==> src/srf_cfg.svh <==
`ifndef SRF_CFG_SVH
`define SRF_CFG_SVH

// Register offsets (byte addresses)
`define SRF_OFF_CTRL     8'h00
`define SRF_OFF_SLICE    8'h04
`define SRF_OFF_TSTAMP   8'h08
`define SRF_OFF_SSRC     8'h0c
`define SRF_OFF_LEN      8'h10
`define SRF_OFF_STATUS   8'h14

// Control and status register fields
`define SRF_CTRL_START   0
`define SRF_CTRL_LAST    1
`define SRF_CTRL_PIC     2
`define SRF_CTRL_SLC     3
`define SRF_CTRL_BUSY    8
`define SRF_STAT_ERR     16

// Reset values
`define SRF_RST_WORD     32'h0000_0000
`define SRF_RST_SEQ      16'h0000

// Packet header layout
`define SRF_PH_PIC       31
`define SRF_PH_SLC       30
`define SRF_PH_RES_HI    29
`define SRF_PH_RES_LO    25
`define SRF_PH_MB_HI     24
`define SRF_PH_MB_LO     10
`define SRF_PH_ID_HI     9
`define SRF_PH_ID_LO     0

// RTP fixed fields: version 2, no padding, extension or sources
`define SRF_RTP_VER      2'h2
`define SRF_RTP_PT       7'h00
`define SRF_RTP_BYTE0    8'h80

// Framing counts
`define SRF_HEAD_LAST    5'h13
`define SRF_HEAD_TAIL    16'h0010
`define SRF_POP_MAXBYTES 10'h200
`define SRF_POS_BODY     5'h1f
`define SRF_FIFO_DEPTH   8

`endif

==> src/srf_pkg.sv <==
package srf_pkg;

  // Partition data type codes
  typedef enum logic [3:0] {
    SRF_PT_HEADER = 4'h0,
    SRF_PT_MBHDR  = 4'h1,
    SRF_PT_MVD    = 4'h2,
    SRF_PT_EOS    = 4'h3,
    SRF_PT_CBP    = 4'h4,
    SRF_PT_CDC    = 4'h5,
    SRF_PT_LUMA   = 4'h6,
    SRF_PT_CHROMA = 4'h7
  } srf_part_type;

  // One FIFO word: a record header (type, length) or one payload byte
  typedef struct packed {
    logic        hdr;
    logic [15:0] data;
  } srf_word_type;

  typedef enum logic [1:0] {
    SRF_IDLE = 2'b00,
    SRF_HEAD = 2'b01,
    SRF_BODY = 2'b11,
    SRF_NEXT = 2'b10
  } srf_state_type;

endpackage

==> src/srf_framer.sv <==
`timescale 1ns/1ps
`default_nettype none
`include "srf_cfg.svh"

module srf_fifo #(
  parameter int WIDTH = 17,
  parameter int DEPTH = 8
) (
  // Clock and reset
  input  wire logic             sys_clk,
  input  wire logic             rst_n,
  // Fill side
  input  wire logic             in_valid,
  input  wire logic [WIDTH-1:0] in_data,
  output var  logic             in_ready,
  // Drain side
  output logic                  out_valid,
  output logic [WIDTH-1:0]      out_data,
  input  wire logic             out_ready
);
  localparam int AW = $clog2(DEPTH);
  logic [WIDTH-1:0] mem [DEPTH];
  logic [AW-1:0]    wr_ptr_r;
  logic [AW-1:0]    rd_ptr_r;
  logic [AW:0]      count_r;
  logic             push;
  logic             pop;

  assign push      = in_valid && in_ready;
  assign pop       = out_valid && out_ready;
  assign out_valid = (count_r != '0);
  assign out_data  = mem[rd_ptr_r];

  always_ff @(posedge sys_clk)
  begin
    if (push)
    begin
      mem[wr_ptr_r] <= in_data;
    end
  end

  always_ff @(posedge sys_clk or negedge rst_n)
  begin
    if (!rst_n)
    begin
      wr_ptr_r <= '0;
      rd_ptr_r <= '0;
      count_r  <= '0;
      in_ready <= 1'b1;
    end
    else
    begin
      if (push)
      begin
        wr_ptr_r <= AW'(wr_ptr_r + 1'b1);
      end
      if (pop)
      begin
        rd_ptr_r <= AW'(rd_ptr_r + 1'b1);
      end
      // Ready is registered so the source sees a clean, glitch-free stall
      case ({push, pop})
        2'b10:
        begin
          count_r  <= (AW+1)'(count_r + 1'b1);
          in_ready <= (count_r != (AW+1)'(DEPTH - 1));
        end
        2'b01:
        begin
          count_r  <= (AW+1)'(count_r - 1'b1);
          in_ready <= 1'b1;
        end
        default:
        begin
          count_r  <= count_r;
        end
      endcase
    end
  end
endmodule

// Contract
// - Exactly two packets emitted per slice
// - First packet: headers, modes, motion, end
// - Second packet: pattern, DC, luma, chroma
// - Payload opens with 32-bit packet header
// - Bit 31 flags picture header
// - Bit 30 flags slice header, 25-29 reserved
// - Bits 24..10 carry first macroblock index
// - Bits 9..0 carry slice identifier
// - Record header bits 15..12 hold type
// - Bits 11..0 length in bits, zero=4096
// - Timestamp in 90 kHz units
// - Marker only on slice's last second packet
// - Sequence starts zero, plus one per packet
// - RTP version 2, P X CC PT zero
// - Payload directly follows RTP header
// - Each packet preceded by 32-bit byte size
module srf_framer (
  // Clock and reset
  input  wire logic                 sys_clk,
  input  wire logic                 rstn,
  // Register port
  input  wire logic [7:0]           reg_addr,
  input  wire logic [31:0]          reg_wdata,
  input  wire logic                 reg_wr,
  input  wire logic                 reg_rd,
  output logic [31:0]               reg_rdata,
  // Partition stream from the encoder
  input  wire logic                 part_valid,
  input  wire srf_pkg::srf_word_type part_word,
  output logic                      part_ready,
  // Packet file byte stream
  output logic                      pkt_valid,
  output logic [7:0]                pkt_byte,
  output logic                      pkt_last,
  input  wire logic                 pkt_ready
);
  logic                  rst_meta_r;
  logic                  rst_sync_n;
  logic [3:0]            ctrl_r;
  logic [31:0]           slice_r;
  logic [31:0]           tstamp_r;
  logic [31:0]           ssrc_r;
  logic [31:0]           len_r;
  logic [15:0]           seq_r;
  logic                  err_r;
  srf_pkg::srf_state_type state_r;
  logic                  phase_r;
  logic [4:0]            hidx_r;
  logic [4:0]            pos_r;
  logic [15:0]           body_left_r;
  logic                  lo_pend_r;
  logic [9:0]            rec_left_r;
  logic                  fifo_valid;
  srf_pkg::srf_word_type fifo_word;
  logic                  fifo_pop;
  logic                  adv;
  logic                  start;
  logic                  marker;
  logic                  emit_hi;
  logic                  emit_data;
  logic                  done_pkt;
  logic [15:0]           body_bytes;
  logic [31:0]           pkt_hdr;
  logic [159:0]          head_vec;
  logic [7:0]            head_sel;
  logic                  first_class;
  logic [9:0]            rec_bytes;

  // Reset release through two flops
  always_ff @(posedge sys_clk or negedge rstn)
  begin
    if (!rstn)
    begin
      rst_meta_r <= 1'b0;
      rst_sync_n <= 1'b0;
    end
    else
    begin
      rst_meta_r <= 1'b1;
      rst_sync_n <= rst_meta_r;
    end
  end

  srf_fifo #(
    .WIDTH ($bits(srf_pkg::srf_word_type)),
    .DEPTH (`SRF_FIFO_DEPTH)
  ) u_fifo (
    .sys_clk   (sys_clk),
    .rst_n     (rst_sync_n),
    .in_valid  (part_valid),
    .in_data   (part_word),
    .in_ready  (part_ready),
    .out_valid (fifo_valid),
    .out_data  (fifo_word),
    .out_ready (fifo_pop)
  );

  assign adv        = !pkt_valid || pkt_ready;
  assign start      = reg_wr && (reg_addr == `SRF_OFF_CTRL) && reg_wdata[`SRF_CTRL_START] && (state_r == srf_pkg::SRF_IDLE);
  assign body_bytes = phase_r ? len_r[31:16] : len_r[15:0];
  assign marker     = phase_r && ctrl_r[`SRF_CTRL_LAST];
  assign pkt_hdr    = {!phase_r && ctrl_r[`SRF_CTRL_PIC], !phase_r && ctrl_r[`SRF_CTRL_SLC], 5'h00,
                       slice_r[`SRF_PH_MB_HI:`SRF_PH_MB_LO], slice_r[`SRF_PH_ID_HI:`SRF_PH_ID_LO]};
  assign head_vec   = {16'h0000, 16'(body_bytes + `SRF_HEAD_TAIL), `SRF_RTP_BYTE0, marker, `SRF_RTP_PT,
                       seq_r, tstamp_r, ssrc_r, pkt_hdr};
  assign head_sel   = 8'(8'h9f - {hidx_r, 3'h0});
  assign emit_hi    = (state_r == srf_pkg::SRF_BODY) && adv && fifo_valid && fifo_word.hdr && !lo_pend_r;
  assign emit_data  = (state_r == srf_pkg::SRF_BODY) && adv && fifo_valid && (!fifo_word.hdr || lo_pend_r);
  assign fifo_pop   = emit_data;
  assign done_pkt   = (state_r == srf_pkg::SRF_NEXT) && adv;
  assign first_class = (fifo_word.data[15:12] <= 4'(srf_pkg::SRF_PT_EOS));
  assign rec_bytes  = (fifo_word.data[11:0] == 12'h000) ? `SRF_POP_MAXBYTES :
                      10'(({1'b0, fifo_word.data[11:0]} + 13'h0007) >> 3);

  // Register writes
  always_ff @(posedge sys_clk or negedge rst_sync_n)
  begin
    if (!rst_sync_n)
    begin
      ctrl_r   <= 4'h0;
      slice_r  <= `SRF_RST_WORD;
      tstamp_r <= `SRF_RST_WORD;
      ssrc_r   <= `SRF_RST_WORD;
      len_r    <= `SRF_RST_WORD;
    end
    else if (reg_wr)
    begin
      case (reg_addr)
        // Control is latched only while idle; slice, timestamp, SSRC and length registers take writes at any time
        `SRF_OFF_CTRL:
        begin
          if (state_r == srf_pkg::SRF_IDLE)
          begin
            ctrl_r <= reg_wdata[3:0];
          end
        end
        `SRF_OFF_SLICE:  slice_r  <= reg_wdata;
        `SRF_OFF_TSTAMP: tstamp_r <= reg_wdata;
        `SRF_OFF_SSRC:   ssrc_r   <= reg_wdata;
        `SRF_OFF_LEN:    len_r    <= reg_wdata;
        default:         ctrl_r   <= ctrl_r;
      endcase
    end
  end

  // Register reads, data one cycle after the strobe
  always_ff @(posedge sys_clk or negedge rst_sync_n)
  begin
    if (!rst_sync_n)
    begin
      reg_rdata <= 32'h0000_0000;
    end
    else if (reg_rd)
    begin
      case (reg_addr)
        `SRF_OFF_CTRL:   reg_rdata <= {23'h000000, state_r != srf_pkg::SRF_IDLE, 4'h0, ctrl_r};
        `SRF_OFF_SLICE:  reg_rdata <= slice_r;
        `SRF_OFF_TSTAMP: reg_rdata <= tstamp_r;
        `SRF_OFF_SSRC:   reg_rdata <= ssrc_r;
        `SRF_OFF_LEN:    reg_rdata <= len_r;
        `SRF_OFF_STATUS: reg_rdata <= {15'h0000, err_r, seq_r};
        default:         reg_rdata <= 32'h0000_0000;
      endcase
    end
    else
    begin
      reg_rdata <= 32'h0000_0000;
    end
  end

  // Packet sequencer and output byte
  always_ff @(posedge sys_clk or negedge rst_sync_n)
  begin
    if (!rst_sync_n)
    begin
      state_r     <= srf_pkg::SRF_IDLE;
      phase_r     <= 1'b0;
      hidx_r      <= 5'h00;
      pos_r       <= `SRF_POS_BODY;
      body_left_r <= 16'h0000;
      lo_pend_r   <= 1'b0;
      pkt_valid   <= 1'b0;
      pkt_byte    <= 8'h00;
      pkt_last    <= 1'b0;
    end
    else
    begin
      case (state_r)
        srf_pkg::SRF_IDLE:
        begin
          if (adv)
          begin
            pkt_valid <= 1'b0;
          end
          if (start)
          begin
            phase_r <= 1'b0;
            hidx_r  <= 5'h00;
            state_r <= srf_pkg::SRF_HEAD;
          end
        end
        srf_pkg::SRF_HEAD:
        begin
          if (adv)
          begin
            pkt_valid   <= 1'b1;
            pkt_byte    <= head_vec[head_sel -: 8];
            pos_r       <= hidx_r;
            pkt_last    <= (hidx_r == `SRF_HEAD_LAST) && (body_bytes == 16'h0000);
            hidx_r      <= 5'(hidx_r + 1'b1);
            body_left_r <= body_bytes;
            if (hidx_r == `SRF_HEAD_LAST)
            begin
              state_r <= (body_bytes == 16'h0000) ? srf_pkg::SRF_NEXT : srf_pkg::SRF_BODY;
            end
          end
        end
        srf_pkg::SRF_BODY:
        begin
          if (adv)
          begin
            pos_r <= `SRF_POS_BODY;
            // Output bubbles while the encoder is slower than the link
            pkt_valid <= fifo_valid;
            pkt_last  <= fifo_valid && (body_left_r == 16'h0001);
            if (fifo_valid)
            begin
              pkt_byte    <= emit_hi ? fifo_word.data[15:8] : fifo_word.data[7:0];
              lo_pend_r   <= emit_hi;
              body_left_r <= 16'(body_left_r - 1'b1);
              if (body_left_r == 16'h0001)
              begin
                state_r <= srf_pkg::SRF_NEXT;
              end
            end
          end
        end
        srf_pkg::SRF_NEXT:
        begin
          if (adv)
          begin
            pkt_valid <= 1'b0;
            pkt_last  <= 1'b0;
            hidx_r    <= 5'h00;
            lo_pend_r <= 1'b0;
            // second packet always follows the first
            if (!phase_r)
            begin
              phase_r <= 1'b1;
              state_r <= srf_pkg::SRF_HEAD;
            end
            else
            begin
              state_r <= srf_pkg::SRF_IDLE;
            end
          end
        end
        default:
        begin
          state_r <= srf_pkg::SRF_IDLE;
        end
      endcase
    end
  end

  // sequence from zero, one per packet
  always_ff @(posedge sys_clk or negedge rst_sync_n)
  begin
    if (!rst_sync_n)
    begin
      seq_r <= `SRF_RST_SEQ;
    end
    else if (done_pkt)
    begin
      seq_r <= 16'(seq_r + 1'b1);
    end
  end

  // record length tracking and error flag
  always_ff @(posedge sys_clk or negedge rst_sync_n)
  begin
    if (!rst_sync_n)
    begin
      rec_left_r <= 10'h000;
      err_r      <= 1'b0;
    end
    else
    begin
      if (emit_hi)
      begin
        rec_left_r <= rec_bytes;
      end
      else if (emit_data && !fifo_word.hdr)
      begin
        rec_left_r <= 10'(rec_left_r - 1'b1);
      end
      // Set wins over a software clear in the same cycle
      if ((emit_hi && ((rec_left_r != 10'h000) || (first_class == phase_r))) ||
          (emit_data && !fifo_word.hdr && (rec_left_r == 10'h000)))
      begin
        err_r <= 1'b1;
      end
      else if (reg_wr && (reg_addr == `SRF_OFF_STATUS) && reg_wdata[`SRF_STAT_ERR])
      begin
        err_r <= 1'b0;
      end
    end
  end

  rtp_version_a: assert property (@(posedge sys_clk) disable iff (!rst_sync_n)
    pkt_valid && (pos_r == 5'h04) |-> pkt_byte == `SRF_RTP_BYTE0)
    else $error("RTP first byte wrong");
  marker_bit_a: assert property (@(posedge sys_clk) disable iff (!rst_sync_n)
    pkt_valid && (pos_r == 5'h05) |-> (pkt_byte == {phase_r && ctrl_r[`SRF_CTRL_LAST], 7'h00}))
    else $error("Marker or payload type wrong");
  pic_flag_a: assert property (@(posedge sys_clk) disable iff (!rst_sync_n)
    pkt_valid && (pos_r == 5'h10) |-> pkt_byte[7] == (!phase_r && ctrl_r[`SRF_CTRL_PIC]))
    else $error("Picture flag wrong");
  slice_res_a: assert property (@(posedge sys_clk) disable iff (!rst_sync_n)
    pkt_valid && (pos_r == 5'h10) |-> (pkt_byte[6] == (!phase_r && ctrl_r[`SRF_CTRL_SLC])) && (pkt_byte[5:1] == 5'h00))
    else $error("Slice flag or reserved bits wrong");
  slice_id_a: assert property (@(posedge sys_clk) disable iff (!rst_sync_n)
    pkt_valid && (pos_r == 5'h13) |-> pkt_byte == slice_r[7:0])
    else $error("Slice identifier low byte wrong");
  size_prefix_a: assert property (@(posedge sys_clk) disable iff (!rst_sync_n)
    pkt_valid && (pos_r == 5'h03) |-> pkt_byte == 8'(body_bytes + `SRF_HEAD_TAIL))
    else $error("Size prefix wrong");
  seq_step_a: assert property (@(posedge sys_clk) disable iff (!rst_sync_n)
    done_pkt |=> seq_r == 16'($past(seq_r) + 1'b1))
    else $error("Sequence did not step by one");
  two_packets_a: assert property (@(posedge sys_clk) disable iff (!rst_sync_n)
    done_pkt && !phase_r |=> phase_r && (state_r == srf_pkg::SRF_HEAD))
    else $error("Second packet not started");
  zero_len_a: assert property (@(posedge sys_clk) disable iff (!rst_sync_n)
    emit_hi && (fifo_word.data[11:0] == 12'h000) |=> rec_left_r == 10'h200)
    else $error("Zero length not taken as 4096 bits");
endmodule

`default_nettype wire

==> config.mk <==
export PLATFORM = sky130hd
export DESIGN_NAME = srf_framer
export DESIGN_NICKNAME = d
export VERILOG_FILES = /design/src/srf_pkg.sv /design/src/srf_framer.sv
export VERILOG_INCLUDE_DIRS = /design/src /design/src/src
export SDC_FILE = /design/constraint.sdc
export NUM_CORES = 1
export LEC_CHECK = 0
export ABC_AREA = 1
export BUFFER_PORTS_ARGS = -buffer_cell sky130_fd_sc_hd__buf_2
export CAP_MARGIN = 30
export CELL_PAD_IN_SITES_DETAIL_PLACEMENT = 1
export CELL_PAD_IN_SITES_GLOBAL_PLACEMENT = 2
export CORE_AREA = 5 5 235 237
export DETAILED_ROUTE_END_ITERATION = 10
export DIE_AREA = 0 0 240 242
export PLACE_DENSITY_LB_ADDON = 0.2
export SETUP_SLACK_MARGIN = 0.4
export SYNTH_ARGS = -nofsm -noshare
export SYNTH_HDL_FRONTEND = slang
export SYNTH_SLANG_ARGS = --single-unit
export TNS_END_PERCENT = 100
==> constraint.sdc <==
create_clock -name sys_clk -period 8.6 [get_ports sys_clk]
set_input_delay 1.72 -clock sys_clk [delete_from_list [all_inputs] [get_ports sys_clk]]
set_output_delay 1.72 -clock sys_clk [all_outputs]
set_load 0.05 [all_outputs]
==> summary.md <==
| Metric | Value |
|---|---|
| Status | completed |
| Initial Utilization | 0.344 |
| Final Non-Filler Cells | 2938 |
| Largest family of logic cells by synthesized area | simple AND/OR/NAND/NOR gates |
| Die Wd | 240 um |
| Top cell type's share of synthesized area | 0.327 |
| Critical path required time | 9.05 ns |
| Min Clock Period, post-route | 4.27 ns |
| Crit start category | primary input |
| Full die area | 0.0581 sq mm |
| Kind of critical path | primary input to flip-flop |
| Die height | 242 um |
| WP data arrival | 4.73 ns |
| Reg2Reg Launch Point | state_r[1] |
| Post-synthesis adder-cell area fraction | 0.0114 |
| RSZ-0062 raised after global routing | no |
| HP Start | rst_meta_r |
| Hold/Removal Path Class | flip-flop to flip-flop |
| Synth Area per Inst | 8.63 sq um |
| Setup TNS Final | 0 ns |
| Synth Area in XOR/XNOR | 0.0197 |
| Synth Flop Type | dfrtp_1 |
| Cts hold-fix bufs | 0 |
| Placeable Area | 0.0531 sq mm |
| Synth cell count leaders | nand2_1 (520), o21ai_0 (260), inv_1 (243) |
| Clock latency on the worst-skew pair | 0.59 ns |
| # clock sinks | 375 |
| Flops & latches, synth | 375 |
| Final wirelength | 63600 um |
| Most area-consuming cells after synthesis | dfrtp_1 (33%), edfxtp_1 (22%), nand2_1 (11%), o21ai_0 (7.1%), inv_1 (5.0%) |
| Post-synthesis simple-gate area fraction | 0.197 |
| Detail Placement HPWL | 44700 um |
| CP bufs+invs | 3 |
| Cell mode on critical path | nand2_1 |
| Max Transition Viols Final | 0 |
| Site Rows | 85 |
| Mapped Area | 0.0182 sq mm |
| Final hold slack | 0.354 ns |
| Grt total ovfl | 0 |
| DP Worst Slack | 3.86 ns |
| Initial antenna violation count | 1 |
| Global-route usage over all layers | 0.216 |
| Slew @ Worst Pin | 0.912 ns |
| Clk buf depth | 3 |
| Vias in the first global route | 15900 |
| Crit Path Max Fanout | 36 |
| Final ANT Viol Nets | 0 |
| Final instance area | 0.0211 sq mm |
| Period utilization | 0.497 |
| Min setup slack post-route | 4.33 ns |
| Post-CTS Setup Inserts | 0 |
| Critical-path cell list | buf_2 > nor2_1 > nand2_1 > nor2_1 > nand2_1 > inv_2 > nand2_2 > buf_16 > nand2_1 > o21ai_0 |
| Crit path from | reg_addr[1] |
| Slew margin rel. | 0.391 |
| Max_cap viols | 0 |
| # DRC | 0 |
| Syn Inst Count | 2113 |
| Mux contribution to synthesized area | 0 |
| Post-DP Area | 0.0195 sq mm |
| Cts bufs inserted | 47 |
| Area grow syn2layout | 15.8% |
| Wire per inst | 21.6 um |
| Top-count cell post-synth | nand2_1 |
| Worst path slowest cell | inv_2 |
| Design Power | 5.38 mW |
| Warnings from Yosys | 0 |
| Dpl cells | 2849 |
| CTS root buf | clkbuf_16 |
| Total number of H-tree levels | 2 |
| Port Buffer Count | 105 |
| 1st-iter DRT viols | 1155 |
| Layout net count | 2282 |
| Leakage | 9.46 nW |
| Compound-Gate Fraction of Synth Area | 0.141 |
| EDFF count, synth | 136 |
| PD cells | 255 mW/mm^2 |
| Worst clock skew | 0.0193 ns |
| First-pass GRT wire length | 97500 um |
| Vias per cell | 5.14 |
| CTS tree | yes |
| Worst stage delay on the critical path | 0.61 ns |
| Leading area contributor after synthesis | dfrtp_1 |
| Ys async rst share | 0.637 |
| Post-layout util | 0.398 |
| Kind of cell adding the most delay to the critical path | simple AND/OR/NAND/NOR gates |
| Fill cells | 6216 |
| N_diodes | 0 |
| Post-synth cell types | 52 |
| Sequential share of the synthesized area | 0.552 |
| Final-report setup violation count | 0 |
| Final Hold Fails | 0 |
| Share of layout cells above drive strength 1 | 0.120 |
| Setup crit end kind | flip-flop |
| Post-synth net total | 2192 |
| Clock transition at path regs | 0.06 ns |
| Pre-antenna DRT Iters | 5 |
| Io pins | 106 |
| PostCTS Resize Cnt | 0 |
| Vias after detailed routing | 15100 |
| Placer Congestion | 0.853 |
| F_max | 234 MHz |
| Largest net degree at the start of global routing | 74 |
| Max IR drop VDD | 0.162 mV |
## logic make-up after synthesis
kind of cell | Yosys count
and+or+nand+nor | 867
xor gates and xnor gates | 41
adders and majority gates | 16
buffers and inverters | 349
AOI/OAI and AO/OA | 464
other | 1
DFF | 375
## routing by layer
| layer | routed length (um) | vias to the layer above | global-route usage |
|---|---|---|---|
| li1 | - | 7172 | - |
| met5 | 13 | - | 0 |
| met4 | 1700 | 2 | 0.0594 |
| met3 | 2330 | 100 | 0.0269 |
| met2 | 31200 | 285 | 0.372 |
| met1 | 28300 | 7538 | 0.288 |
## worst paths after layout
check | end | slack (ns) | cells after the start
min in group asynchronous | u_fifo.count_r[3] | 0.46 | 0
hold reg to reg | rst_sync_n | 0.35 | 0
setup / recovery | slice_r[15] | 4.33 | 10
max in group asynchronous | tstamp_r[17] | 6.76 | 1
hold / removal | rst_sync_n | 0.35 | 0
setup reg to reg | u_fifo.count_r[3] | 5.03 | 14
## state kept, by name (all words and copies together) (netlist names), 10 cells and up
register and cells:
ssrc_r 32, reg_rdata 32, tstamp_r 32, body_left_r 16, slice_r 32, len_r 32
seq_r 16, rec_left_r 10, u_fifo.mem 136
## report_power, final
part           internal (mW)  switching [mW]  leakage (nW)  total (mW)
Combinational          0.330           0.932          4.26        1.26
Sequential              1.97           0.103          4.39        2.07
Clock                   1.24           0.805         0.802        2.05
Total                   3.54            1.84          9.46        5.38
## layout by cell type, fill, tap and decap left out, types with 15 or more instances in the layout
master,count
nand2_1,520
edfxtp_1,136
o211ai_1,15
o21ai_0,260
buf_2,105
clkbuf_16,49
buf_4,28
ha_1,15
nand3_1,103
nor2_1,171
o21ai_1,18
inv_1,243
o22ai_1,33
dfrtp_1,236
xor2_1,38
a21oi_1,84
## cell type report
type / count / area (sq um) / share of cell area
Clock inverter: 29 / 295 / 0.0140
Multi-Input combinational cell: 1389 / 6750 / 0.320
Inverter: 253 / 950 / 0.0450
Timing Repair Buffer: 137 / 846 / 0.0401
Tap cell: 696 / 871 / 0.0413
Clock buffer: 59 / 1320 / 0.0627
Sequential cell: 375 / 10100 / 0.477
(Power assumes the default switching activity.)
